$ cat config.mk
export PLATFORM = sky130hd
export DESIGN_NAME = cpctl_copper_ctrl
export DESIGN_NICKNAME = d
export VERILOG_FILES = /design/src/rtl/cpctl_pkg.sv /design/src/rtl/cpctl_copper_ctrl.sv /design/src/rtl/cpctl_mdio_slave.sv
export SDC_FILE = /design/constraint.sdc
export NUM_CORES = 1
export LEC_CHECK = 0
export ABC_AREA = 1
export ABC_CLOCK_PERIOD_IN_PS = 4400
export BUFFER_PORTS_ARGS = -buffer_cell sky130_fd_sc_hd__buf_4
export CORE_MARGIN = 2
export CORE_UTILIZATION = 40
export CTS_BUF_LIST = sky130_fd_sc_hd__clkbuf_4 sky130_fd_sc_hd__clkbuf_8
export CTS_CLUSTER_SIZE = 20
export DETAILED_ROUTE_END_ITERATION = 10
export GPL_ROUTABILITY_DRIVEN = 1
export HOLD_SLACK_MARGIN = 0.05
export PLACE_DENSITY_LB_ADDON = 0.3
export SLEW_MARGIN = 20
export SYNTH_ARGS = -nofsm -noshare
export SYNTH_HDL_FRONTEND = slang
export SYNTH_SLANG_ARGS = --single-unit
$ cat constraint.sdc
create_clock -name clk_sys -period 4.4 [get_ports clk_sys]
set_clock_uncertainty 0.1 [all_clocks]
set_input_delay 0.66 -clock clk_sys [delete_from_list [all_inputs] [get_ports clk_sys]]
set_output_delay 0.66 -clock clk_sys [all_outputs]
set_load 0.05 [all_outputs]
$ cat src/rtl/cpctl_pkg.sv
/*
 * Constants, field positions, reset values and state types for the copper port
 * control register and its management-frame slave.
 * Assumes one 125 MHz system clock and a management clock sampled as plain data.
 */
package cpctl_pkg;

   // ----------------------------------------------------------------
   // clock and timing
   // ----------------------------------------------------------------
   localparam int         CLK_MHZ     = 125;
   localparam int         SRST_NS     = 1000;
   localparam int         AN_RST_NS   = 40;
   localparam logic [7:0] SRST_CYC    = 8'((SRST_NS * CLK_MHZ + 999) / 1000);
   localparam logic [7:0] AN_RST_CYC  = 8'((AN_RST_NS * CLK_MHZ + 999) / 1000);

   // ----------------------------------------------------------------
   // register map
   // ----------------------------------------------------------------
   localparam logic [4:0] REG_CTRL    = 5'h00;
   localparam logic [4:0] REG_PAGE    = 5'h16;
   localparam logic [7:0] PAGE_COPPER = 8'h00;
   localparam logic [7:0] PAGE_RST    = 8'h00;
   localparam logic [7:0] SRST_PAGES  = 8'hAD;

   localparam int CTL_RST     = 15;
   localparam int CTL_LOOP    = 14;
   localparam int CTL_SPD_LSB = 13;
   localparam int CTL_AN_EN   = 12;
   localparam int CTL_PDN     = 11;
   localparam int CTL_ISO     = 10;
   localparam int CTL_AN_RST  = 9;
   localparam int CTL_DUP     = 8;
   localparam int CTL_SPD_MSB = 6;

   typedef enum logic [1:0] {
      SPD_10   = 2'h0,
      SPD_100  = 2'h1,
      SPD_1000 = 2'h2,
      SPD_RSVD = 2'h3
   } cpctl_speed_t;

   localparam cpctl_speed_t RST_SPD   = SPD_1000;
   localparam logic         RST_AN_EN = 1'h1;
   localparam logic         RST_DUP   = 1'h1;

   // ----------------------------------------------------------------
   // management frame
   // ----------------------------------------------------------------
   localparam logic [1:0] OP_WR       = 2'h1;
   localparam logic [1:0] OP_RD       = 2'h2;
   localparam logic [4:0] BIT_HDR_END = 5'h0D;
   localparam logic [4:0] BIT_TA1     = 5'h0E;
   localparam logic [4:0] BIT_TA2     = 5'h0F;
   localparam logic [4:0] BIT_LAST    = 5'h1F;

   typedef enum logic [1:0] {
      MS_IDLE = 2'b00,
      MS_HDR  = 2'b01,
      MS_RD   = 2'b10,
      MS_WR   = 2'b11
   } cpctl_mstate_t;

   typedef enum logic {
      ST_RUN  = 1'b0,
      ST_SRST = 1'b1
   } cpctl_state_t;

endpackage

$ cat src/rtl/cpctl_copper_ctrl.sv
/*
 * Copper port control register with soft reset, loopback, deferred speed,
 * duplex and auto-negotiation settings, power down and isolate, reached over
 * the serial management pins.
 * Assumes the second power-down bit, keep-alive bit, loopback speed and the
 * advertisement bits arrive from their own registers, synchronous to clk_sys.
 */
`timescale 1ns/100ps

// Notes on behaviour
// - soft reset touches pages 0,2,3,5,7 only
// - reset bit starts at once, self-clears
// - loopback returns MAC data, drops line link
// - loopback speed comes from separate field
// - speed bits 6,13: 00/01/10 = 10/100/1000
// - speed, duplex, AN enable commit on trigger
// - AN enable resets to one
// - forced 1000 still negotiates, advertises duplex
// - forced 1000 ignores other advertisement bits
// - powered only when both power bits zero
// - power-up does soft reset and restart
// - RGMII stays up in power down if keep-alive
// - AN restarts after hardware and soft reset
// - restart bit self-clears, resets to zero
// - access through management read/write frames
// - self-clearing bits act at once, clear themselves
module cpctl_copper_ctrl
   import cpctl_pkg::*;
(
   input  wire logic        clk_sys,
   input  wire logic        rst,
   input  wire logic        mdc,
   input  wire logic        mdio_in,
   output logic             mdio_out,
   output logic             mdio_oe,
   input  wire logic [4:0]  phy_addr,
   input  wire logic        pd_ext,
   input  wire logic        rgmii_keepalive,
   input  wire logic [1:0]  lb_speed,
   input  wire logic [3:0]  adv_base,
   input  wire logic [1:0]  adv_1000,
   output logic [1:0]       link_speed,
   output logic             an_active,
   output logic [5:0]       adv_ability,
   output logic             loopback,
   output logic             link_enable,
   output logic             mac_port_en,
   output logic             power_down,
   output logic             rgmii_down,
   output logic [7:0]       srst_pages,
   output logic             an_restart
);

   cpctl_state_t state_ff;
   logic [7:0]   srst_cnt_ff;
   logic [7:0]   an_cnt_ff;
   logic [7:0]   page_ff;
   logic         loop_ff;
   logic         iso_ff;
   logic         pd_ff;
   logic         pd_act_prev_ff;
   logic         anr_busy_ff;
   logic [1:0]   spd_pend_ff;
   logic         an_pend_ff;
   logic         dup_pend_ff;
   logic [1:0]   spd_cur_ff;
   logic         an_cur_ff;
   logic         dup_cur_ff;
   logic [1:0]   link_speed_ff;
   logic         an_active_ff;
   logic [5:0]   adv_ff;
   logic         link_en_ff;
   logic         mac_en_ff;
   logic         power_down_ff;
   logic         rgmii_down_ff;
   logic [7:0]   srst_pages_ff;
   logic         an_restart_ff;

   logic [4:0]   acc_reg;
   logic         wr_stb;
   logic [15:0]  wr_data;
   wire  [15:0]  rd_data;
   wire  [15:0]  ctl_rd;
   wire          wr_ctl;
   wire          wr_page;
   wire          pd_act;
   wire          pd_exit;
   wire          in_srst;
   wire          srst_done;
   wire          srst_req;
   wire          anr_req;
   wire          commit;
   wire          forced_1g;
   wire  [1:0]   nxt_spd_pend;
   wire          nxt_an_pend;
   wire          nxt_dup_pend;

   cpctl_mdio_slave u_mdio (
      .clk_sys  (clk_sys),
      .rst      (rst),
      .mdc      (mdc),
      .mdio_in  (mdio_in),
      .mdio_out (mdio_out),
      .mdio_oe  (mdio_oe),
      .phy_addr (phy_addr),
      .acc_reg  (acc_reg),
      .rd_data  (rd_data),
      .wr_stb   (wr_stb),
      .wr_data  (wr_data)
   );

   // ----------------------------------------------------------------
   // decode and readback
   // ----------------------------------------------------------------
   assign wr_ctl  = wr_stb & (acc_reg == REG_CTRL) & (page_ff == PAGE_COPPER);
   assign wr_page = wr_stb & (acc_reg == REG_PAGE);
   assign in_srst = (state_ff == ST_SRST);

   // readback shows the written value of deferred fields, not the active one
   assign ctl_rd = {in_srst, loop_ff, spd_pend_ff[0], an_pend_ff, pd_ff, iso_ff,
                    anr_busy_ff, dup_pend_ff, 1'b0, spd_pend_ff[1], 6'h00};
   assign rd_data = (acc_reg == REG_PAGE) ? {8'h00, page_ff} :
                    ((acc_reg == REG_CTRL) && (page_ff == PAGE_COPPER)) ? ctl_rd :
                    16'h0000;

   // ----------------------------------------------------------------
   // triggers
   // ----------------------------------------------------------------
   assign pd_act    = pd_ff | pd_ext;
   assign pd_exit   = pd_act_prev_ff & ~pd_act;
   assign srst_done = in_srst & (srst_cnt_ff == 8'h01);
   assign srst_req  = (wr_ctl & wr_data[CTL_RST]) | pd_exit;
   assign anr_req   = (wr_ctl & wr_data[CTL_AN_RST]) | pd_exit | srst_done;
   assign commit    = srst_req | anr_req;

   assign nxt_spd_pend = wr_ctl ? {wr_data[CTL_SPD_MSB], wr_data[CTL_SPD_LSB]} : spd_pend_ff;
   assign nxt_an_pend  = wr_ctl ? wr_data[CTL_AN_EN] : an_pend_ff;
   assign nxt_dup_pend = wr_ctl ? wr_data[CTL_DUP] : dup_pend_ff;

   assign forced_1g = ~an_cur_ff & (spd_cur_ff == SPD_1000);

   // ----------------------------------------------------------------
   // soft reset sequence
   // ----------------------------------------------------------------
   always_ff @(posedge clk_sys or posedge rst) begin
      if (rst) begin
         state_ff    <= ST_RUN;
         srst_cnt_ff <= 8'h00;
      end else begin
         case (state_ff)
            ST_RUN: begin
               if (srst_req) begin
                  state_ff    <= ST_SRST;
                  srst_cnt_ff <= SRST_CYC;
               end
            end
            ST_SRST: begin
               // a new request restarts the count rather than being lost
               if (srst_req) begin
                  srst_cnt_ff <= SRST_CYC;
               end else if (srst_done) begin
                  state_ff    <= ST_RUN;
                  srst_cnt_ff <= 8'h00;
               end else begin
                  srst_cnt_ff <= srst_cnt_ff - 8'h01;
               end
            end
            default: begin
               state_ff <= ST_RUN;
            end
         endcase
      end
   end

   // ----------------------------------------------------------------
   // auto-negotiation restart
   // ----------------------------------------------------------------
   always_ff @(posedge clk_sys or posedge rst) begin
      if (rst) begin
         an_cnt_ff   <= AN_RST_CYC;
         anr_busy_ff <= 1'b0;
      end else begin
         if (anr_req) begin
            an_cnt_ff <= AN_RST_CYC;
         end else if (an_cnt_ff != 8'h00) begin
            an_cnt_ff <= an_cnt_ff - 8'h01;
         end
         if (wr_ctl & wr_data[CTL_AN_RST]) begin
            anr_busy_ff <= 1'b1;
         end else if (an_cnt_ff == 8'h01) begin
            anr_busy_ff <= 1'b0;
         end
      end
   end

   // ----------------------------------------------------------------
   // register fields
   // ----------------------------------------------------------------
   always_ff @(posedge clk_sys or posedge rst) begin
      if (rst) begin
         page_ff        <= PAGE_RST;
         loop_ff        <= 1'b0;
         iso_ff         <= 1'b0;
         pd_ff          <= 1'b0;
         pd_act_prev_ff <= 1'b0;
         spd_pend_ff    <= RST_SPD;
         an_pend_ff     <= RST_AN_EN;
         dup_pend_ff    <= RST_DUP;
         spd_cur_ff     <= RST_SPD;
         an_cur_ff      <= RST_AN_EN;
         dup_cur_ff     <= RST_DUP;
      end else begin
         pd_act_prev_ff <= pd_act;
         if (wr_page) begin
            page_ff <= wr_data[7:0];
         end
         // soft reset clears loopback and isolate; power down and the deferred fields survive it
         if (srst_req) begin
            loop_ff <= 1'b0;
            iso_ff  <= 1'b0;
         end else if (wr_ctl) begin
            loop_ff <= wr_data[CTL_LOOP];
            iso_ff  <= wr_data[CTL_ISO];
         end
         if (wr_ctl) begin
            pd_ff <= wr_data[CTL_PDN];
         end
         spd_pend_ff <= nxt_spd_pend;
         an_pend_ff  <= nxt_an_pend;
         dup_pend_ff <= nxt_dup_pend;
         if (commit) begin
            spd_cur_ff <= nxt_spd_pend;
            an_cur_ff  <= nxt_an_pend;
            dup_cur_ff <= nxt_dup_pend;
         end
      end
   end

   // ----------------------------------------------------------------
   // registered outputs
   // ----------------------------------------------------------------
   always_ff @(posedge clk_sys or posedge rst) begin
      if (rst) begin
         link_speed_ff <= RST_SPD;
         an_active_ff  <= RST_AN_EN;
         adv_ff        <= 6'h00;
         link_en_ff    <= 1'b0;
         mac_en_ff     <= 1'b0;
         power_down_ff <= 1'b0;
         rgmii_down_ff <= 1'b0;
         srst_pages_ff <= 8'h00;
         an_restart_ff <= 1'b1;
      end else begin
         link_speed_ff <= loop_ff ? lb_speed : spd_cur_ff;
         an_active_ff  <= an_cur_ff | forced_1g;
         adv_ff        <= forced_1g ? {dup_cur_ff, ~dup_cur_ff, 4'h0}
                                    : {adv_1000, adv_base};
         link_en_ff    <= ~loop_ff & ~pd_act & ~in_srst;
         mac_en_ff     <= ~iso_ff & ~in_srst;
         power_down_ff <= pd_act;
         rgmii_down_ff <= pd_act & ~rgmii_keepalive;
         srst_pages_ff <= in_srst ? SRST_PAGES : 8'h00;
         an_restart_ff <= anr_req | (an_cnt_ff > 8'h01);
      end
   end

   assign link_speed  = link_speed_ff;
   assign an_active   = an_active_ff;
   assign adv_ability = adv_ff;
   assign loopback    = loop_ff;
   assign link_enable = link_en_ff;
   assign mac_port_en = mac_en_ff;
   assign power_down  = power_down_ff;
   assign rgmii_down  = rgmii_down_ff;
   assign srst_pages  = srst_pages_ff;
   assign an_restart  = an_restart_ff;

endmodule

$ cat src/rtl/cpctl_mdio_slave.sv
/*
 * Management-frame slave: decodes read and write frames on the serial
 * management pins and presents register accesses to the register bank.
 * Assumes mdc and mdio_in are synchronous to clk_sys and mdc is well below
 * half the system clock rate.
 */
`timescale 1ns/100ps
module cpctl_mdio_slave
   import cpctl_pkg::*;
(
   input  wire logic        clk_sys,
   input  wire logic        rst,
   input  wire logic        mdc,
   input  wire logic        mdio_in,
   output logic             mdio_out,
   output logic             mdio_oe,
   input  wire logic [4:0]  phy_addr,
   output logic [4:0]       acc_reg,
   input  wire logic [15:0] rd_data,
   output logic             wr_stb,
   output logic [15:0]      wr_data
);

   cpctl_mstate_t state_ff;
   logic          mdc_prev_ff;
   logic          bit_last_ff;
   logic [4:0]    cnt_ff;
   logic [12:0]   hdr_ff;
   logic [15:0]   sh_ff;
   wire           rise;
   wire           hdr_ok;
   wire  [1:0]    op;

   assign rise    = mdc & ~mdc_prev_ff;
   assign op      = hdr_ff[11:10];
   assign hdr_ok  = hdr_ff[12] & (hdr_ff[9:5] == phy_addr);
   assign acc_reg = hdr_ff[4:0];

   // ----------------------------------------------------------------
   // frame engine, one step per management clock rise
   // ----------------------------------------------------------------
   always_ff @(posedge clk_sys or posedge rst) begin
      if (rst) begin
         state_ff    <= MS_IDLE;
         mdc_prev_ff <= 1'b0;
         bit_last_ff <= 1'b1;
         cnt_ff      <= 5'h00;
         hdr_ff      <= 13'h0000;
         sh_ff       <= 16'h0000;
         mdio_out    <= 1'b0;
         mdio_oe     <= 1'b0;
         wr_stb      <= 1'b0;
         wr_data     <= 16'h0000;
      end else begin
         mdc_prev_ff <= mdc;
         wr_stb      <= 1'b0;
         if (rise) begin
            bit_last_ff <= mdio_in;
            cnt_ff      <= cnt_ff + 5'h01;
            case (state_ff)
               MS_IDLE: begin
                  // preamble may be suppressed: a 1 then 0 opens a frame
                  cnt_ff <= 5'h01;
                  if (bit_last_ff & ~mdio_in) begin
                     state_ff <= MS_HDR;
                  end
               end
               MS_HDR: begin
                  if (cnt_ff <= BIT_HDR_END) begin
                     hdr_ff <= {hdr_ff[11:0], mdio_in};
                  end else if (hdr_ok && op == OP_RD) begin
                     state_ff <= MS_RD;
                     sh_ff    <= rd_data;
                     mdio_oe  <= 1'b1;
                     mdio_out <= 1'b0;
                  end else if (hdr_ok && op == OP_WR) begin
                     state_ff <= MS_WR;
                  end else begin
                     state_ff <= MS_IDLE;
                  end
               end
               MS_RD: begin
                  if (cnt_ff == BIT_LAST) begin
                     mdio_oe  <= 1'b0;
                     mdio_out <= 1'b0;
                     state_ff <= MS_IDLE;
                  end else begin
                     mdio_out <= sh_ff[15];
                     sh_ff    <= {sh_ff[14:0], 1'b0};
                  end
               end
               MS_WR: begin
                  if (cnt_ff > BIT_TA2) begin
                     sh_ff <= {sh_ff[14:0], mdio_in};
                  end
                  if (cnt_ff == BIT_LAST) begin
                     wr_stb   <= 1'b1;
                     wr_data  <= {sh_ff[14:0], mdio_in};
                     state_ff <= MS_IDLE;
                  end
               end
               default: begin
                  state_ff <= MS_IDLE;
               end
            endcase
         end
      end
   end

endmodule

-- Yosys cells after proc, flatten, opt, wreduce, memory -nomap -nowiden
Cells that the tools add are included.
W data, S select, Z words.
- input port bits: 19
- register bits: 116
- word-level logic and storage cells: 155
- output and inout port bits: 25
- equality and inequality tests: 19
- multiplexer cells: 47
- bitwise operators: 31
- $add $sub $neg: 3
- reduce and logical (&&, ||, !) cells: 19
- order comparisons: 3
- operators with widths (cell ; count):
    $mux W16 ; 6
    $mux W8 ; 6
    $pmux W16 S3 ; 1
    $mux W1 ; 20
    $eq A8 B1 Y1 const B ; 2
    $pmux W8 S2 ; 1
    $sub A8 B1 Y8 const B ; 2
    $and A1 B1 Y1 ; 15
    $mux W2 ; 7
    $eq A5 B5 Y1 const B ; 2
    $ne A2 B1 Y1 const B ; 5
    $not A1 Y1 ; 9
    $eq A2 B2 Y1 const B ; 4
    $gt A8 B1 Y1 const B ; 1
    $logic_not A8 Y1 ; 1
    $reduce_and A4 Y1 ; 2
    $reduce_bool A2 Y1 ; 4
    $reduce_bool A8 Y1 ; 1
    $or A1 B1 Y1 ; 7
    $mux W6 ; 1
    $ne A2 B2 Y1 const B ; 3
    $pmux W1 S2 ; 3
    $pmux W2 S3 ; 1
    $reduce_and A3 Y1 ; 2
    other kinds (13) ; 16

-- Depth between registers and ports, before layout
Gate-level depths: netlist (run 1).
- depth after elaboration: 7
- gate-level depth with buffers: 13
- gate-level depth less buffers: 12

-- By module
From an unflattened synthesis (run 1), not the netlist that was laid out.
- cell total of the unflattened synthesis: 613
- area, all modules: 5356.4 um^2
- modules (own cells, without submodules) (module ; instances ; seq. area each (um^2) ; cells each ; area each (um^2)):
    cpctl_mdio_slave ; 1 ; 1427.6 ; 313 ; 2757.6
    cpctl_copper_ctrl ; 1 ; 1315.0 ; 300 ; 2598.7

-- Least setup slack after synthesis (run 1)
Ideal clock, no wire load.
- path type: register to register
- start: register u_mdio.cnt_ff[0]
- end: register u_mdio.sh_ff[8]
- library setup time: 0.116 ns
- data arrival time: 1.633 ns
- buffers on the path: 1
- cell stages (with the launch flop): 14
- setup slack: 2.551 ns
- clock period less this slack: 1.849 ns
- required time: 4.184 ns
- cell sequence: dfrtp_1 ha_1 inv_1 nor2_1 ha_1 nand2_1 nand3_1 a21oi_1 nand2_1 inv_2 nand2_4 buf_6 nand2_1 nand2_1
- longest elaborated chain between the ends: 3
- elaborated cells on any way between the ends: 7
- those cells by class: order compare (2); eq/ne (4); reduce/logical (1)
- ends and longest elaborated chain (item ; line ; text):
    from (decl) ; cpctl_mdio_slave.sv:27 ; logic [4:0] cnt_ff;
    from (signal assigned) ; cpctl_mdio_slave.sv:59 ; cnt_ff <= cnt_ff + 5'h01;
    $gt A5 B4 Y1, or another cell as far along ; cpctl_mdio_slave.sv:93 ; if (cnt_ff > BIT_TA2) begin
    $ne A2 B1 Y1 (no source line) / $ne A2 B2 Y1 (equally long branches) ; - ;
    $reduce_and A6 Y1 (no source line) * ; - ;
    to (signal assigned) ; cpctl_mdio_slave.sv:73 ; sh_ff <= rd_data;
    to (signal assigned) ; cpctl_mdio_slave.sv:89 ; sh_ff <= {sh_ff[14:0], 1'b0};
    to (signal assigned) ; cpctl_mdio_slave.sv:94 ; sh_ff <= {sh_ff[14:0], mdio_in};
    to (decl) ; cpctl_mdio_slave.sv:29 ; logic [15:0] sh_ff;
Mark *: on every way between the ends. The rest lies on a longest branch, timed or not.
A chain may end at the register's enable or synchronous reset.

-- Worst setup path after layout (run 1)
- start: register u_mdio.cnt_ff[0]
- end: register u_mdio.wr_data[7]
- longest elaborated chain between the ends: 2
- ends and longest elaborated chain (item ; line ; text):
    $eq A5 B5 Y1 ; cpctl_mdio_slave.sv:96 ; if (cnt_ff == BIT_LAST) begin
    $reduce_and A3 Y1 (no source line) ; - ;
    to (signal assigned) ; cpctl_mdio_slave.sv:98 ; wr_data <= {sh_ff[14:0], mdio_in};
    to (decl) ; cpctl_mdio_slave.sv:21 ; output logic [15:0] wr_data
No other way between the ends.

==> results.sh, run 1 <==
export IMPL_detailedRoute_firstIterationViolations=297
export IMPL_crit_path_class="reg2reg"
export IMPL_vias=3892
export IMPL_power_total_mw=2.65
export IMPL_wl_mm=9.98
export IMPL_synth_avg_cell_area_um2=8.69
export IMPL_core_rowCount=41
export IMPL_cts_buffers=9
export IMPL_cellLeakagePower_nw=2.86
export IMPL_worstSetupEndpointType="flop"
export IMPL_worst_ep_required_time_ns=4.59
export IMPL_nNetsFinal=670
export IMPL_numClockSinks=109
export IMPL_combPwrFrac_pct=25.1
export IMPL_final_cells=814
export IMPL_ys_seq_elements=109
export IMPL_status="completed"
export IMPL_cp_data_arrival_time_ns=2.60
export IMPL_slew_violations=0
export IMPL_setup_viol_count_final=0
export IMPL_cts_repair_timing_setup_buffer_count=0
export IMPL_number_of_buffers_added_to_fix_hold_violations_after_cts=0
export IMPL_effective_utilization_at_floorplan_pct=41.2
export IMPL_mappedNetlistArea_mm2=0.00525
export IMPL_layout_drive_gt1_share_pct=15.6
export IMPL_io_buffers=40
export IMPL_placed_cells=798
export IMPL_cts_clk_slew_worst_paths_ns=0.10
export IMPL_crit_fanout=22
export IMPL_final_setup_tns_ns=0
export IMPL_power_frac_seq_pct=49.0
export IMPL_clock_tree_buffer_depth=2
export IMPL_detailed_place_hpwl_mm=7.06
export IMPL_pin_count_of_the_biggest_net_entering_global_routing=82
export IMPL_kind_of_start_point_of_the_critical_path="flop"
export IMPL_post_route_min_period_ns=2.41
export IMPL_cts_root_buf="clkbuf_8"
export IMPL_yosys_cell_types_count=38
export IMPL_grt_pass1_wl_mm=18.1
export IMPL_seqCellArea_mm2=0.00274
export IMPL_timing_hold_ws_ns=0.296
export IMPL_count_of_cells_resized_by_post_cts_repair=0
export IMPL_yosys_area_top_type_share_pct=46.3
export IMPL_multi_input_comb_area_mm2=0.00209
export IMPL_globalRoute_totalOverflow=0
export IMPL_power_density_cell_area_mw_per_mm2=452
export IMPL_fillers=1296
export IMPL_yosysSeqAreaShare_pct=52.3
export IMPL_yosysWarningCount=0
export IMPL_drc_errors=0
export IMPL_postRouteAntennaNets=0
export IMPL_fin_area_mm2=0.00586
export IMPL_timing_max_slew_rel_slack_pct=52.9
export IMPL_grt_antenna_before_repair=0
export IMPL_yosys_top_cells_area="dfrtp_1 (46%), nand2_1 (13%), dfstp_2 (6.0%)"
export IMPL_cts_max_level=3
export IMPL_hold_viol_final=0
export IMPL_area_growth_pct=11.6
export IMPL_place_gp_congestion=0.845
export IMPL_ratio_of_final_minimum_period_to_clock_period_pct=54.7
export IMPL_power_share_clock_pct=25.8
export IMPL_core_region_area_mm2=0.0127
export IMPL_irDropWorstVdd_mv=0.257
export IMPL_tritoncts_clock_tree="done"
export IMPL_dr_pass1_iters=4
export IMPL_maxClockFrequency_mhz=416
export IMPL_p_sw_mw=0.918
export IMPL_synthesis_instances=604
export IMPL_dieArea_mm2=0.0140
export IMPL_via_per_inst=4.78
export IMPL_sw_share_pct=34.6
export IMPL_dieWidth_um=119
export IMPL_num_antenna_cells=0
export IMPL_groute_usage_overall_pct=15.7
export IMPL_rsz0062_at_grt="no"
export IMPL_worstMarginPinSlew_ns=0.707
export IMPL_route_detailed_wl_per_inst_um=12.3
export IMPL_worst_hold_path_type="in2async"
export IMPL_post_place_cell_area_mm2=0.00562
export IMPL_pin_count=44
export IMPL_cap_violations=0
export IMPL_die_height_um=119
export IMPL_worst_skew_pair_late_latency_ns=0.38
export IMPL_first_global_vias=4000
export IMPL_p_int_mw=1.73
export IMPL_synth_largest_area_cell="dfrtp_1"
[power by group through the flow]
| stage | Sequential, mW | Combinational (mW) | Clock (mW) |
|---|---|---|---|
| 3_3_place_gp | 1.31 | 0.644 | 0 |
| 2_1_floorplan | 1.33 | 0.503 | 0 |
| 4_1_cts | 1.30 | 0.671 | 0.716 |
| 3_5_place_dp | 1.32 | 0.669 | 0 |
| 5_1_grt | 1.33 | 0.768 | 0.754 |
| 6_report | 1.30 | 0.666 | 0.684 |
[Yosys cell counts]
cell type	count
nand2_1	176
dfrtp_1	97
inv_1	66
o21ai_0	50
nand3_1	38
nor2_1	36
ha_1	14
dfstp_2	12
a21oi_1	11
nor3_1	11
buf_4	10
mux2_2	7
o21a_1	7
o22ai_1	7
xor2_1	6
buf_6	5
nand4_1	5
nor2_2	4
nor2_4	4
o21ai_1	4
buf_2	3
clkbuf_1	3
inv_2	3
nand3_2	3
nand3b_1	3
xnor2_1	3
nand2_2	2
nand2_4	2
nor3b_1	2
o211ai_1	2
a31oi_1	1
clkinv_2	1
conb_1	1
mux2_4	1
nor3_2	1
nor3_4	1
o21ai_2	1
o21bai_1	1
[through the flow]
step | utilization (%) | worst slack (ns)
2_1_floorplan | - | 0.786
3_3_place_gp | 44.2 | 2.07
3_5_place_dp | 44.2 | 2.00
4_1_cts | 46.0 | 1.99
5_1_grt | 46.0 | 1.64
6_report | 46.0 | 1.99
[layout by cell type (no fill, tap or decap), types with 3 or more instances in the layout]
cell type | synthesis | final
nand2_1 | 176 | 176
dfrtp_1 | 97 | 97
inv_1 | 66 | 65
o21ai_0 | 50 | 50
buf_4 | 10 | 41
nand3_1 | 38 | 38
nor2_1 | 36 | 36
ha_1 | 14 | 14
dfstp_2 | 12 | 12
nor3_1 | 11 | 11
a21oi_1 | 11 | 11
clkbuf_8 | 0 | 9
o22ai_1 | 7 | 7
mux2_2 | 7 | 7
o21a_1 | 7 | 7
xor2_1 | 6 | 6
nand4_1 | 5 | 5
nor2_2 | 4 | 4
nor2_4 | 4 | 4
o21ai_1 | 4 | 4
nand3_2 | 3 | 3
nand3b_1 | 3 | 3
xnor2_1 | 3 | 3
inv_2 | 3 | 3
conb_1 | 1 | 3
[area by class of cell]
class / count / area share, %
flip-flops and latches: 109 / 46.8
multi-input cells: 406 / 35.7
repair buffers: 41 / 5.26
inverters: 70 / 4.59
well taps: 172 / 3.68
clock buffers: 9 / 2.12
clock inverters: 7 / 1.84
[critical path, stage by stage (launching register included)]
cell	delay (ns)
dfrtp_1	0.45
ha_1	0.18
inv_1	0.05
nor2_1	0.14
ha_1	0.19
inv_1	0.08
nor3_2	0.57
inv_2	0.31
o21ai_0	0.24
[cell families after synthesis]
logic type / after synthesis / synth area share [%]
AOI/OAI and AO/OA: 84 / 8.75
xor gates and xnor gates: 9 / 1.50
adders and majority gates: 14 / 3.34
buffers and inverters: 91 / 8.04
DFF: 109 / 52.3
muxes: 8 / 1.79
other: 1 / 0.0715
and+or+nand+nor: 288 / 24.2
[flip-flops by register name (all words and copies together) (netlist names), 2 cells and up]
name,flops
u_mdio.wr_data,16
u_mdio.state_ff,2
page_ff,8
spd_pend_ff,2
adv_ability,6
srst_cnt_ff,8
link_speed,2
spd_cur_ff,2
u_mdio.cnt_ff,5
an_cnt_ff,8
u_mdio.hdr_ff,13
u_mdio.sh_ff,16
[metal layers]
layer | track usage, % | part of all wire [%] | vias to the layer above
met5 | 0 | 0 | -
met4 | 3.94 | 0.78 | 0
met3 | 4.34 | 3.9 | 6
met2 | 26.5 | 49 | 62
met1 | 19.8 | 46 | 1839
li1 | - | - | 1985
[path summary, 6_finish.rpt]
| check | start | endpoint | slack [ns] | depth (start not counted) |
|---|---|---|---|---|
| min reg2reg | dup_cur_ff | dup_cur_ff | 0.37 | 2 |
| min in group clk_sys | mdc | u_mdio.mdc_prev_ff | 0.30 | 1 |
| min | rst | u_mdio.hdr_ff[5] | 0.30 | 2 |
| max | u_mdio.cnt_ff[0] | u_mdio.wr_data[7] | 1.99 | 8 |
| max in group asynchronous | rst | u_mdio.sh_ff[3] | 3.05 | 3 |
| max reg2reg | u_mdio.cnt_ff[0] | u_mdio.wr_data[7] | 1.99 | 8 |
(Power assumes the default switching activity.)
==> inputs of run 2 (changes only) <==
--- a/config.mk
+++ b/config.mk
@@ -5,8 +5,8 @@
 export SDC_FILE = /design/constraint.sdc
 export NUM_CORES = 1
 export LEC_CHECK = 0
-export ABC_AREA = 1
-export ABC_CLOCK_PERIOD_IN_PS = 4400
+export ABC_AREA = 0
+export ABC_CLOCK_PERIOD_IN_PS = 2500
 export BUFFER_PORTS_ARGS = -buffer_cell sky130_fd_sc_hd__buf_4
 export CORE_MARGIN = 2
 export CORE_UTILIZATION = 40
==> constraint.sdc (replaced) <==
create_clock -name clk_sys -period 2.5 [get_ports clk_sys]
set_clock_uncertainty 0.1 [all_clocks]
set_input_delay 0.375 -clock clk_sys [delete_from_list [all_inputs] [get_ports clk_sys]]
set_output_delay 0.375 -clock clk_sys [all_outputs]
set_load 0.05 [all_outputs]
==> results.sh, run 2 <==
export IMPL_maxClockFrequency_mhz=424
export IMPL_layout_drive_gt1_share_pct=31.9
export IMPL_grt_antenna_before_repair=0
export IMPL_yosysSeqAreaShare_pct=55.2
export IMPL_biggestRegsByFlops="u_mdio.sh_ff x16, u_mdio.wr_data x16, u_mdio.hdr_ff x13"
export IMPL_drc_errors=0
export IMPL_ys_seq_elements=109
export IMPL_most_common_layout_cells="dfrtp_1 (97), mux2_2 (58), buf_4 (48)"
export IMPL_postRouteAntennaNets=0
export IMPL_groute_usage_overall_pct=14.8
export IMPL_status="completed"
export IMPL_clock_tree_buffer_depth=2
export IMPL_detailedRoute_firstIterationViolations=203
export IMPL_cap_violations=0
export IMPL_effective_utilization_at_floorplan_pct=41.2
export IMPL_synthesis_instances=411
export IMPL_cts_clk_slew_worst_paths_ns=0.10
export IMPL_yosys_area_top_type_share_pct=48.8
export IMPL_synth_xor_area_share_pct=2.29
export IMPL_dr_pass1_iters=4
export IMPL_crit_chain="ha_1 > and3_1 > ha_1 > o21ai_0 > nand4_1 > nor2_4 > buf_12 > mux2_2"
export IMPL_worst_skew_pair_late_latency_ns=0.37
export IMPL_slew_violations=0
export IMPL_worstSetupEndpointType="flop"
export IMPL_area_growth_pct=14.6
export IMPL_placed_cells=613
export IMPL_via_per_inst=5.06
export IMPL_wl_mm=9.21
export IMPL_p_sw_mw=1.39
export IMPL_hold_viol_final=0
export IMPL_pin_count_of_the_biggest_net_entering_global_routing=64
export IMPL_combPwrFrac_pct=23.4
export IMPL_place_gp_congestion=0.828
export IMPL_post_route_min_period_ns=2.36
export IMPL_synthTopCellsByCount="dfrtp_1 (97), mux2_2 (58), nand2_1 (40)"
export IMPL_worstMarginPinSlew_ns=0.630
export IMPL_grt_pass1_wl_mm=15.6
export IMPL_slowest_delay_ns=0.46
export IMPL_dieArea_mm2=0.0133
export IMPL_nNetsFinal=492
export IMPL_crit_path_class="reg2reg"
export IMPL_rsz0062_at_grt="no"
export IMPL_kind_of_start_point_of_the_critical_path="flop"
export IMPL_cts_max_level=3
export IMPL_critPathSlowestCell="dfrtp_1"
export IMPL_most_frequent_standard_cell_in_the_layout_excluding_fill_and_tap_cells="dfrtp_1"
export IMPL_postSynth_asyncResetShare_pct=100
export IMPL_synthMuxAreaShare_pct=15.0
export IMPL_io_buffers=40
export IMPL_cts_root_buf="clkbuf_8"
export IMPL_pin_count=44
export IMPL_dieWidth_um=115
export IMPL_numClockSinks=109
export IMPL_fin_area_mm2=0.00569
export IMPL_route_detailed_wl_per_inst_um=14.6
export IMPL_post_place_cell_area_mm2=0.00549
export IMPL_timing_max_slew_rel_slack_pct=58.0
export IMPL_combinational_family_with_the_most_area_after_synthesis="multiplexers"
export IMPL_synth_largest_area_cell="dfrtp_1"
export IMPL_yosys_cell_types_count=55
export IMPL_power_frac_seq_pct=53.4
export IMPL_final_setup_tns_ns=0
export IMPL_die_height_um=115
export IMPL_detailed_place_hpwl_mm=6.40
export IMPL_vias=3201
export IMPL_yosysMostFrequentCell="dfrtp_1"
export IMPL_power_share_clock_pct=23.2
export IMPL_first_global_vias=3263
export IMPL_ys_flop_type="dfrtp_1"
export IMPL_core_region_area_mm2=0.0121
export IMPL_yosys_top_cells_area="dfrtp_1 (49%), mux2_2 (13%), dfstp_2 (6.3%)"
export IMPL_synth_compound_area_share_pct=9.06
export IMPL_synth_avg_cell_area_um2=12.1
export IMPL_worst_hold_path_type="in2reg"
export IMPL_critical_path_most_common_cell="ha_1"
export IMPL_cellLeakagePower_nw=2.71
export IMPL_sw_share_pct=32.8
export IMPL_mappedNetlistArea_mm2=0.00497
export IMPL_synth_edf_count=0
export IMPL_crit_fanout=16
export IMPL_final_cells=632
export IMPL_synthSimpleGateAreaFrac_pct=11.7
export IMPL_tritoncts_clock_tree="done"
export IMPL_cts_buffers=9
export IMPL_cp_data_arrival_time_ns=2.52
export IMPL_synth_adder_area_share_pct=3.52
export IMPL_ratio_of_final_minimum_period_to_clock_period_pct=94.3
export IMPL_cts_repair_timing_setup_buffer_count=0
export IMPL_p_int_mw=2.84
export IMPL_globalRoute_totalOverflow=0
export IMPL_setup_viol_count_final=0
export IMPL_yosysWarningCount=0
export IMPL_core_rowCount=40
export IMPL_worst_ep_required_time_ns=2.66
export IMPL_irDropWorstVdd_mv=0.256
export IMPL_num_antenna_cells=0
export IMPL_power_density_cell_area_mw_per_mm2=743
## run 2: changes by cell type after synthesis, moves of 9 or more
cell     delta
a22o_1      +9
inv_1      -51
mux2_2     +51
nand2_1   -136
nand3_1    -32
nor2_1     -15
o21ai_0    -29
## run 2: path summary, 6_finish.rpt
path,start,to,slack [ns],cells after the start
max in group asynchronous,rst,an_restart,1.11,4
min reg2reg,iso_ff,mac_port_en,0.38,1
min,adv_base[0],adv_ability[0],0.11,2
max reg2reg,u_mdio.cnt_ff[0],u_mdio.sh_ff[0],0.14,8
min in group asynchronous,rst,u_mdio.cnt_ff[3],0.45,3
max,u_mdio.cnt_ff[0],u_mdio.sh_ff[0],0.14,8
## run 2: stage by stage
stage,setup WS [ns],hold WS [ns],power [mW],util (%)
6_report,0.143,0.110,4.23,47.2
3_3_place_gp,0.217,0.304,3.23,45.5
5_1_grt,0.0365,0.0999,4.51,47.2
4_1_cts,0.163,0.0987,4.27,47.2
2_1_floorplan,0.253,0.252,3.01,-
3_5_place_dp,0.191,0.309,3.28,45.5
## run 2: power groups by stage
stage | clock, mW | combinational (mW) | sequential (mW)
finish | 0.981 | 0.992 | 2.26
global route | 1.10 | 1.12 | 2.30
CTS | 1.02 | 1.00 | 2.25
detailed placement | 0 | 0.991 | 2.29
global placement | 0 | 0.961 | 2.27
floorplan | 0 | 0.738 | 2.27
## run 2: cells by family (layout without fill, tap and decap cells)
group / after synthesis / count (layout)
AOI/OAI and AO/OA: 62 / 62
xor gates and xnor gates: 13 / 13
adders and majority gates: 14 / 14
buffers and inverters: 33 / 84
DFF: 109 / 109
muxes: 65 / 65
other: 1 / 3
and+or+nand+nor: 114 / 114
## run 2: final cells by class
type | instances | area, µm²
Clock buffer | 10 | 138
Clock inverter | 6 | 37.5
Fill cell | 1108 | 6370
Inverter | 15 | 60.1
Multi-Input combinational cell | 271 | 2070
Sequential cell | 109 | 2740
Tap cell | 168 | 210
Timing Repair Buffer | 53 | 430
## run 2: what timing repair did
| item | CTS | global route |
|---|---|---|
| hold buffers | 3 | 0 |
| endpoints found under the hold margin | 17 | 0 |
| resized for setup | 0 | 0 |
## run 2: per-layer routing
metal  part of all wire [%]  up-vias  track usage [%]
met3                    3.2        8             4.13
met5                      0        -                0
li1                       -     1530                -
met1                     47     1614             19.4
met2                     49       49             23.9
met4                    1.4        0             4.98
## run 2: worst max-delay path: cells and delay by family (launching register included)
family          cells  cell delay (ns)
mux                 1             0.35
simple gates        3             0.54
flops               1             0.46
fa+ha+maj           2             0.43
compound gates      1             0.19
buf+inv             1             0.16
